<file path="src/logic/iy_seq_pkg.sv">
// Purpose: shared types and constants for the indexed-y bus cycle sequencer
// Assumes: one bus cycle per mclk, 16-bit address, 8-bit data
// Notes:   cycle numbers count from 1, as the bus sees them
package iy_seq_pkg;

	// ----------------------------------------------------------------
	// bus constants
	// ----------------------------------------------------------------
	localparam logic [15:0] ADDR_ONES     = 16'hffff;
	localparam logic [15:0] SP_STEP       = 16'h0001;
	localparam logic [7:0]  EA_NEXT_STEP  = 8'h01;
	localparam logic [7:0]  PAGE_PREFIX   = 8'h18;
	localparam logic [7:0]  OP2_JUMP      = 8'h6e;
	localparam logic [7:0]  OP2_TEST      = 8'h6d;
	localparam logic [7:0]  OP2_CALL      = 8'had;
	localparam logic        RW_READ       = 1'b1;
	localparam logic        RW_WRITE      = 1'b0;
	localparam logic [7:0]  DATA_IDLE     = 8'h00;

	// ----------------------------------------------------------------
	// offsets from the opcode address
	// ----------------------------------------------------------------
	localparam logic [2:0] OFS_PREFIX = 3'h0;
	localparam logic [2:0] OFS_OP2    = 3'h1;
	localparam logic [2:0] OFS_OFFSET = 3'h2;
	localparam logic [2:0] OFS_MASK   = 3'h3;
	localparam logic [2:0] OFS_BRANCH = 3'h4;

	// ----------------------------------------------------------------
	// cycle numbers and lengths
	// ----------------------------------------------------------------
	localparam logic [3:0] CYC_NONE  = 4'h0;
	localparam logic [3:0] CYC_ONE   = 4'h1;
	localparam logic [3:0] CYC_TWO   = 4'h2;
	localparam logic [3:0] CYC_THREE = 4'h3;
	localparam logic [3:0] CYC_FOUR  = 4'h4;
	localparam logic [3:0] CYC_FIVE  = 4'h5;
	localparam logic [3:0] CYC_SIX   = 4'h6;
	localparam logic [3:0] CYC_SEVEN = 4'h7;
	localparam logic [3:0] CYC_EIGHT = 4'h8;

	typedef enum logic [3:0] {
		GRP_JUMP    = 4'h0,
		GRP_ALU8    = 4'h1,
		GRP_RMW     = 4'h2,
		GRP_TEST    = 4'h3,
		GRP_STORE8  = 4'h4,
		GRP_LOAD16  = 4'h5,
		GRP_STORE16 = 4'h6,
		GRP_ARITH16 = 4'h7,
		GRP_CALL    = 4'h8,
		GRP_BITMOD  = 4'h9,
		GRP_BRBIT   = 4'ha
	} group_t;

	typedef enum logic [2:0] {
		SEL_OPC  = 3'h0,
		SEL_ONES = 3'h1,
		SEL_EA   = 3'h2,
		SEL_EA1  = 3'h3,
		SEL_SP   = 3'h4,
		SEL_SPM1 = 3'h5
	} addr_sel_t;

	typedef enum logic [2:0] {
		WSRC_NONE   = 3'h0,
		WSRC_ACC    = 3'h1,
		WSRC_REG_HI = 3'h2,
		WSRC_REG_LO = 3'h3,
		WSRC_RESULT = 3'h4,
		WSRC_RET_LO = 3'h5,
		WSRC_RET_HI = 3'h6
	} wsrc_t;

	typedef struct packed {
		addr_sel_t  sel;
		logic [2:0] opc_ofs;
		logic       rw;
		wsrc_t      wsrc;
	} bus_step_t;

	typedef struct packed {
		group_t      group;
		logic [15:0] opcode_addr;
		logic [15:0] index_y;
		logic [15:0] stack_ptr;
		logic [15:0] reg_data;
		logic [15:0] ret_addr;
	} req_t;

	typedef struct packed {
		logic [7:0] second_op;
		logic [7:0] offset;
		logic [7:0] operand_hi;
		logic [7:0] operand_lo;
		logic [7:0] mask;
		logic [7:0] branch_off;
		logic       opcode_error;
	} cap_t;

	localparam cap_t CAP_CLEAR = '0;

	function automatic logic [3:0] cycles_of(input group_t g);
		case (g)
			GRP_JUMP:                      cycles_of = CYC_FOUR;
			GRP_ALU8, GRP_STORE8:          cycles_of = CYC_FIVE;
			GRP_LOAD16, GRP_STORE16:       cycles_of = CYC_SIX;
			GRP_BITMOD, GRP_BRBIT:         cycles_of = CYC_EIGHT;
			default:                       cycles_of = CYC_SEVEN;
		endcase
	endfunction

endpackage

</file>
<file path="src/logic/addr_offset_adder.sv">
// Purpose: 16-bit base plus unsigned 8-bit offset, carry out dropped
// Assumes: offset is unsigned
// Notes:   pure combinational, used for effective address forming
`timescale 1ns/100ps
module addr_offset_adder #(
	parameter int AW = 16,
	parameter int OW = 8
) (
	input  wire logic [AW-1:0] base,
	input  wire logic [OW-1:0] ofs,
	output logic      [AW-1:0] sum
);
	// wrap at the top of the address space
	assign sum = AW'(base + {{(AW-OW){1'b0}}, ofs});
endmodule

</file>
<file path="src/logic/indexed_y_bus_cycle_sequencer.sv">
// Purpose: cycle-by-cycle bus sequencer for prefixed indexed-y instructions
// Assumes: memory answers a read in the same cycle; alu result_byte valid
//          in the cycle before a result write
// Notes:   bus outputs are registered; idle bus shows all-ones read
`timescale 1ns/100ps
module indexed_y_bus_cycle_sequencer
	import iy_seq_pkg::*;
(
	input  wire logic        mclk,
	input  wire logic        rst,
	input  wire logic        start,
	input  wire req_t        req,
	input  wire logic [7:0]  rdata,
	input  wire logic [7:0]  result_byte,
	output logic             ready,
	output logic [15:0]      bus_addr,
	output logic             bus_rw,
	output logic [7:0]       bus_wdata,
	output logic [3:0]       cycle_num,
	output logic             done,
	output cap_t             cap
);

	// ----------------------------------------------------------------
	// state
	// ----------------------------------------------------------------
	typedef enum logic [1:0] {
		ST_IDLE = 2'b01,
		ST_RUN  = 2'b10
	} state_t;

	state_t      state_reg,  state_next;
	logic [3:0]  cyc_reg,    cyc_next;
	req_t        req_reg,    req_next;
	cap_t        cap_reg,    cap_next;
	logic        done_reg,   done_next;
	logic [15:0] addr_reg,   addr_next;
	logic        rw_reg,     rw_next;
	logic [7:0]  wdata_reg,  wdata_next;
	logic [15:0] ea;
	logic [15:0] ea1;
	logic [15:0] opc_addr;
	bus_step_t   step;

	// ----------------------------------------------------------------
	// address forming
	// ----------------------------------------------------------------
	addr_offset_adder #(.AW(16), .OW(8)) u_ea (
		.base (req_reg.index_y),
		.ofs  (cap_reg.offset),
		.sum  (ea)
	);
	addr_offset_adder #(.AW(16), .OW(8)) u_ea1 (
		.base (ea),
		.ofs  (EA_NEXT_STEP),
		.sum  (ea1)
	);
	addr_offset_adder #(.AW(16), .OW(8)) u_opc (
		.base (req_reg.opcode_addr),
		.ofs  ({5'h00, step.opc_ofs}),
		.sum  (opc_addr)
	);

	// ----------------------------------------------------------------
	// per-cycle bus plan
	// ----------------------------------------------------------------
	function automatic bus_step_t plan(input group_t g, input logic [3:0] c);
		bus_step_t s;
		s = '{sel: SEL_ONES, opc_ofs: OFS_PREFIX, rw: RW_READ, wsrc: WSRC_NONE};
		case (c)
			CYC_TWO:   s = '{SEL_OPC, OFS_OP2, RW_READ, WSRC_NONE};
			CYC_THREE: s = '{SEL_OPC, OFS_OFFSET, RW_READ, WSRC_NONE};
			CYC_FOUR:  s.sel = SEL_ONES;
			CYC_FIVE: begin
				s.sel = SEL_EA;
				if (g == GRP_STORE8) begin
					s.rw   = RW_WRITE;
					s.wsrc = WSRC_ACC;
				end else if (g == GRP_STORE16) begin
					s.rw   = RW_WRITE;
					s.wsrc = WSRC_REG_HI;
				end
			end
			CYC_SIX: begin
				case (g)
					GRP_LOAD16, GRP_ARITH16: s.sel = SEL_EA1;
					GRP_STORE16:             s = '{SEL_EA1, OFS_PREFIX, RW_WRITE, WSRC_REG_LO};
					GRP_CALL:                s = '{SEL_SP, OFS_PREFIX, RW_WRITE, WSRC_RET_LO};
					GRP_BITMOD, GRP_BRBIT:   s = '{SEL_OPC, OFS_MASK, RW_READ, WSRC_NONE};
					default:                 s.sel = SEL_ONES;
				endcase
			end
			CYC_SEVEN: begin
				case (g)
					GRP_RMW:   s = '{SEL_EA, OFS_PREFIX, RW_WRITE, WSRC_RESULT};
					GRP_CALL:  s = '{SEL_SPM1, OFS_PREFIX, RW_WRITE, WSRC_RET_HI};
					GRP_BRBIT: s = '{SEL_OPC, OFS_BRANCH, RW_READ, WSRC_NONE};
					default:   s.sel = SEL_ONES;
				endcase
			end
			CYC_EIGHT: begin
				if (g == GRP_BITMOD)
					s = '{SEL_EA, OFS_PREFIX, RW_WRITE, WSRC_RESULT};
				else
					s.sel = SEL_ONES;
			end
			default: s.sel = SEL_ONES;
		endcase
		return s;
	endfunction
	// kept out of the next-state process so the opcode adder forms no loop through it
	assign step = plan(req_reg.group, 4'(cyc_reg + CYC_ONE));

	// ----------------------------------------------------------------
	// next-state logic
	// ----------------------------------------------------------------
	always_comb begin
		state_next = state_reg;
		cyc_next   = cyc_reg;
		req_next   = req_reg;
		cap_next   = cap_reg;
		done_next  = 1'b0;
		addr_next  = addr_reg;
		rw_next    = rw_reg;
		wdata_next = wdata_reg;
		case (state_reg)
			ST_IDLE: begin
				addr_next  = ADDR_ONES;
				rw_next    = RW_READ;
				wdata_next = DATA_IDLE;
				if (start) begin
					state_next = ST_RUN;
					req_next   = req;
					cap_next   = CAP_CLEAR;
					cyc_next   = CYC_ONE;
					addr_next  = req.opcode_addr;
				end
			end
			ST_RUN: begin
				case (cyc_reg)
					CYC_ONE: cap_next.opcode_error = (rdata != PAGE_PREFIX);
					CYC_TWO: begin
						cap_next.second_op = rdata;
						if ((req_reg.group == GRP_JUMP && rdata != OP2_JUMP) ||
						    (req_reg.group == GRP_TEST && rdata != OP2_TEST) ||
						    (req_reg.group == GRP_CALL && rdata != OP2_CALL))
							cap_next.opcode_error = 1'b1;
					end
					CYC_THREE: cap_next.offset = rdata;
					CYC_FIVE:  cap_next.operand_hi = rdata;
					CYC_SIX: begin
						if (req_reg.group == GRP_BITMOD || req_reg.group == GRP_BRBIT)
							cap_next.mask = rdata;
						else
							cap_next.operand_lo = rdata;
					end
					CYC_SEVEN: begin
						if (req_reg.group == GRP_BRBIT)
							cap_next.branch_off = rdata;
					end
					default: cap_next = cap_reg;
				endcase
				if (cyc_reg == cycles_of(req_reg.group)) begin
					// last cycle: no further access
					state_next = ST_IDLE;
					cyc_next   = CYC_NONE;
					done_next  = 1'b1;
					addr_next  = ADDR_ONES;
					rw_next    = RW_READ;
					wdata_next = DATA_IDLE;
				end else begin
					cyc_next = 4'(cyc_reg + CYC_ONE);
					case (step.sel)
						SEL_OPC:  addr_next = opc_addr;
						SEL_EA:   addr_next = ea;
						SEL_EA1:  addr_next = ea1;
						SEL_SP:   addr_next = req_reg.stack_ptr;
						SEL_SPM1: addr_next = 16'(req_reg.stack_ptr - SP_STEP);
						default:  addr_next = ADDR_ONES;
					endcase
					rw_next = step.rw;
					case (step.wsrc)
						WSRC_ACC:    wdata_next = req_reg.reg_data[7:0];
						WSRC_REG_HI: wdata_next = req_reg.reg_data[15:8];
						WSRC_REG_LO: wdata_next = req_reg.reg_data[7:0];
						WSRC_RESULT: wdata_next = result_byte;
						WSRC_RET_LO: wdata_next = req_reg.ret_addr[7:0];
						WSRC_RET_HI: wdata_next = req_reg.ret_addr[15:8];
						default:     wdata_next = DATA_IDLE;
					endcase
				end
			end
			default: state_next = ST_IDLE;
		endcase
	end

	always_ff @(posedge mclk) begin
		if (rst) begin
			state_reg <= ST_IDLE;
			cyc_reg   <= CYC_NONE;
			req_reg   <= '0;
			cap_reg   <= CAP_CLEAR;
			done_reg  <= 1'b0;
			addr_reg  <= ADDR_ONES;
			rw_reg    <= RW_READ;
			wdata_reg <= DATA_IDLE;
		end else begin
			state_reg <= state_next;
			cyc_reg   <= cyc_next;
			req_reg   <= req_next;
			cap_reg   <= cap_next;
			done_reg  <= done_next;
			addr_reg  <= addr_next;
			rw_reg    <= rw_next;
			wdata_reg <= wdata_next;
		end
	end

	assign ready     = (state_reg == ST_IDLE);
	assign bus_addr  = addr_reg;
	assign bus_rw    = rw_reg;
	assign bus_wdata = wdata_reg;
	assign cycle_num = cyc_reg;
	assign done      = done_reg;
	assign cap       = cap_reg;

	logic run;
	group_t grp;
	assign run = (state_reg == ST_RUN);
	assign grp = req_reg.group;
endmodule

</file>
<file path="config.mk">
export PLATFORM = sky130hd
export DESIGN_NAME = indexed_y_bus_cycle_sequencer
export DESIGN_NICKNAME = d
export VERILOG_FILES = /design/src/logic/iy_seq_pkg.sv /design/src/logic/addr_offset_adder.sv /design/src/logic/indexed_y_bus_cycle_sequencer.sv
export SDC_FILE = /design/constraint.sdc
export NUM_CORES = 1
export LEC_CHECK = 0
export BUFFER_PORTS_ARGS = -buffer_cell sky130_fd_sc_hd__buf_2
export CAP_MARGIN = 10
export CELL_PAD_IN_SITES_DETAIL_PLACEMENT = 2
export CELL_PAD_IN_SITES_GLOBAL_PLACEMENT = 2
export CORE_AREA = 2 2 183 185
export CTS_CLUSTER_DIAMETER = 80
export DETAILED_ROUTE_END_ITERATION = 10
export DIE_AREA = 0 0 185 187
export GPL_ROUTABILITY_DRIVEN = 0
export PLACE_DENSITY_LB_ADDON = 0.1
export SLEW_MARGIN = 20
export SYNTH_ARGS = -nofsm -noshare
export SYNTH_HDL_FRONTEND = slang
export SYNTH_HIERARCHICAL = 1
export SYNTH_SLANG_ARGS = --single-unit
</file>
<file path="constraint.sdc">
create_clock -name mclk -period 4.04 [get_ports mclk]
set_input_delay 0.808 -clock mclk [delete_from_list [all_inputs] [get_ports mclk]]
set_output_delay 0.808 -clock mclk [all_outputs]
set_load 0.02 [all_outputs]
</file>
==> impl_metrics.py <==
metrics = {
    "sta": {
        "fin_setup_tns_ns": 0,
        "slew_viol_final": 0,
        "fmax_mhz": 273,
        "fin_crit_ns": 3.67,
        "skew_ns": 0.0112,
        "finalHoldViolations": 0,
        "worst_pin_slew_ns": 1.13,
        "period_share_pct": 90.8,
        "slew_headroom_pct": 24.9,
        "rsz0062_at_grt": "no",
        "setup_violations": 0,
    },
    "place": {
        "place_hpwl_um": 25600,
        "port_buffers": 182,
    },
    "routing": {
        "routed_via_density": 5.08,
        "drt-pass1-iter-count": 4,
        "drt_iter0_drc": 343,
        "postRouteAntennaNets": 0,
        "wl_um": 34600,
        "route.detailed.drc": 0,
        "via_count": 9144,
        "wl_per_cell_um": 19.2,
    },
    "global_routing": {
        "grt_pass1_vias": 9751,
        "grt_max_degree": 85,
        "antenna_found_initial": 0,
        "grt_first_pass_wirelength_um": 54800,
        "grt_overflow": 0,
        "globalRouteTotalUtil_pct": 20.3,
    },
    "synth": {
        "muxShareOfSynthArea_pct": 7.75,
        "synth-simple-area-share_pct": 22.4,
        "ys.flop_type": "dfxtp_1",
        "synth_cell_types": 100,
        "synth-xor-area-share_pct": 5.22,
        "synth_seq_area_share_pct": 34.1,
        "synth_top_family_by_area": "simple AND/OR/NAND/NOR gates",
        "synthArstFlopShare_pct": 0,
        "ys_ff_latch": 165,
        "netlist_area_um2": 9700,
        "synth_fa_ha_area_share_pct": 4.75,
        "syn_inst": 1191,
        "synth_compound_area_share_pct": 20.7,
        "avgSynthCellArea_um2": 8.14,
        "ys_warn_count": 6,
        "synth_edf_count": 0,
    },
    "die": {
        "die_w_um": 185,
        "core-area_um2": 32900,
        "die_area_um2": 34600,
        "start_util_pct": 29.5,
        "io-pin-count": 183,
        "fp-row-count": 67,
        "die_y_um": 187,
    },
    "finish": {
        "area_growth_pct": 19.3,
        "fillers": 3873,
        "finalNetCount": 1478,
        "drive_gt1_share_pct": 20.7,
        "num_antenna_cells": 0,
        "largest_register_ffs": 80,
    },
    "clock_network": {
        "cts_resized": 0,
        "post-cts-setup-buffers": 0,
        "cts_root_buf": "clkbuf_16",
        "clock_path_buffers": 2,
        "clk_pin_slew_ns": 0.07,
        "cts_max_level": 4,
        "insertion_delay_ns": 0.45,
        "cts_tree": "yes",
        "cts_buffers": 17,
        "cts_sinks": 165,
        "hold_buffers": 0,
    },
    "setup_path": {
        "arrival_ns": 4.04,
        "worst-setup-path-type": "flop to flop",
        "cp-end-kind": "flop",
        "cp_top_family": "compound AO/OA/AOI/OAI gates",
        "critical_path_buf_inv_count": 0,
        "cp.required_ns": 4.42,
        "slowest_stage": "dfxtp_1",
        "crit_fanout": 12,
        "start_kind": "flop",
        "critPathMaxStageDelay_ns": 0.62,
        "cp_cell_sequence": "ha_1 -> and2b_1 -> a32o_1 -> nand3_1 -> o21ai_0 -> fa_1 -> a21o_2 -> a41oi_2 -> a31oi_4 -> nand3_1 -> xnor2_1 -> mux2i_1 -> o221a_2 -> a31oi_1",
        "cp_common_cell": "nand3_1",
    },
    "worst_hold_path": {
        "holdCritPathClass": "flop to flop",
    },
    "power_and_ir_drop": {
        "power.total_w": 0.00451,
        "ir_drop_v": 0.000311,
        "leakagePower_nw": 4.90,
        "power_density_nw_per_um2": 390,
    },
    "status": {
        "status": "complete, no violations",
    },
    "run": {
        "max_cap_violations": 0,
    },
}
cells in the final DEF (no fill, tap or decap), drive strengths merged, types with 12 or more instances in the layout:
master / n
a31oi: 16
and3: 12
clkbuf: 21
buf: 198
and2: 14
a21oi: 146
nand3: 21
ha: 32
o2111ai: 16
conb: 14
a21o: 12
nor2: 113
nand2: 219
o21ai: 22
mux2i: 74
dfxtp: 165
xnor2: 43
nor3: 13
xor2: 14
inv: 36
synth_stat cells (7+ instances only):
| library cell | n | area (um2) |
|---|---|---|
| nand2_1 | 217 | 815 |
| clkbuf_1 | 46 | 173 |
| a21o_1 | 9 | 67.6 |
| a21oi_2 | 8 | 70.1 |
| inv_1 | 31 | 116 |
| xor2_1 | 14 | 123 |
| buf_2 | 14 | 70.1 |
| and2_1 | 10 | 62.6 |
| mux2i_1 | 74 | 741 |
| nor3_1 | 12 | 60.1 |
| buf_1 | 12 | 45.0 |
| nor2b_1 | 11 | 68.8 |
| ha_1 | 32 | 400 |
| o21ai_0 | 17 | 85.1 |
| o211ai_1 | 10 | 75.1 |
| nand4_1 | 7 | 43.8 |
| a21oi_1 | 137 | 686 |
| a222oi_1 | 8 | 80.1 |
| and3_1 | 11 | 68.8 |
| nand2b_1 | 7 | 43.8 |
| nand3_1 | 20 | 100 |
| a31oi_1 | 13 | 81.3 |
| dfxtp_1 | 165 | 3300 |
| o2111ai_1 | 16 | 140 |
| o221ai_1 | 8 | 70.1 |
| xnor2_1 | 42 | 368 |
| nor2_1 | 111 | 417 |
power by group:
| part | switching (W) | total [W] | internal, W |
|---|---|---|---|
| registers | 0.0000824 | 0.00180 | 0.00171 |
| logic | 0.000619 | 0.000984 | 0.000365 |
| clock network | 0.000767 | 0.00173 | 0.000961 |
| total | 0.00147 | 0.00451 | 0.00304 |
metal layers:
metal  vias to the layer above  GRT usage (%)  wire (um)
met4                         0           4.76        404
met5                         -              0          0
li1                       4459              -          -
met3                        21           3.80       1130
met2                       129           35.0      17100
met1                      4535           26.1      16000
tightest hold or removal path, stage by stage, from the launching register on:
cell     delay, ns
dfxtp_1       0.31
nand2_1       0.05
a21oi_1       0.05
layout make-up:
type	instances	area (um2)	area share (%)
Clock buffer	21	460	3.98
Inverter	31	116	1.01
Timing Repair Buffer	198	1030	8.93
Sequential cell	165	3300	28.5
Clock inverter	11	140	1.21
Multi-Input combinational cell	927	5960	51.5
Tap cell	448	561	4.84
logic make-up (layout without fill, tap and decap cells):
kind of cell,Yosys count,after routing
adder cells (fa/ha/maj),35,35
buffers and inverters,111,261
AND/OR/NAND/NOR,456,456
flip-flops,165,165
other,2,14
multiplexers,75,75
AO/OA/AOI/OAI,290,290
XOR/XNOR,57,57
path summary, 6_finish.rpt:
path / startpoint / end / slack (ns) / cells after the start
setup / recovery: cycle_num[1] / bus_addr[14] / 0.37 / 14
hold / removal: req_reg[25] / req_reg[25] / 0.46 / 2
setup reg to reg: cycle_num[1] / bus_addr[14] / 0.37 / 14
hold reg to reg: req_reg[25] / req_reg[25] / 0.46 / 2
stage by stage:
stage / setup slack, ns / util, % / hold WS [ns] / area, um2 / cells
global route: 0.0862 / 35.2 / 0.478 / 11600 / 1801
global placement: 0.505 / 33.4 / 0.444 / 11000 / 1769
finish: 0.373 / 35.2 / 0.461 / 11600 / 1801
floorplan: 0.515 / - / 0.436 / 9740 / 1203
CTS: 0.344 / 35.2 / 0.463 / 11600 / 1801
detailed placement: 0.391 / 33.4 / 0.453 / 11000 / 1769
Power figures use the tool's default switching activity.
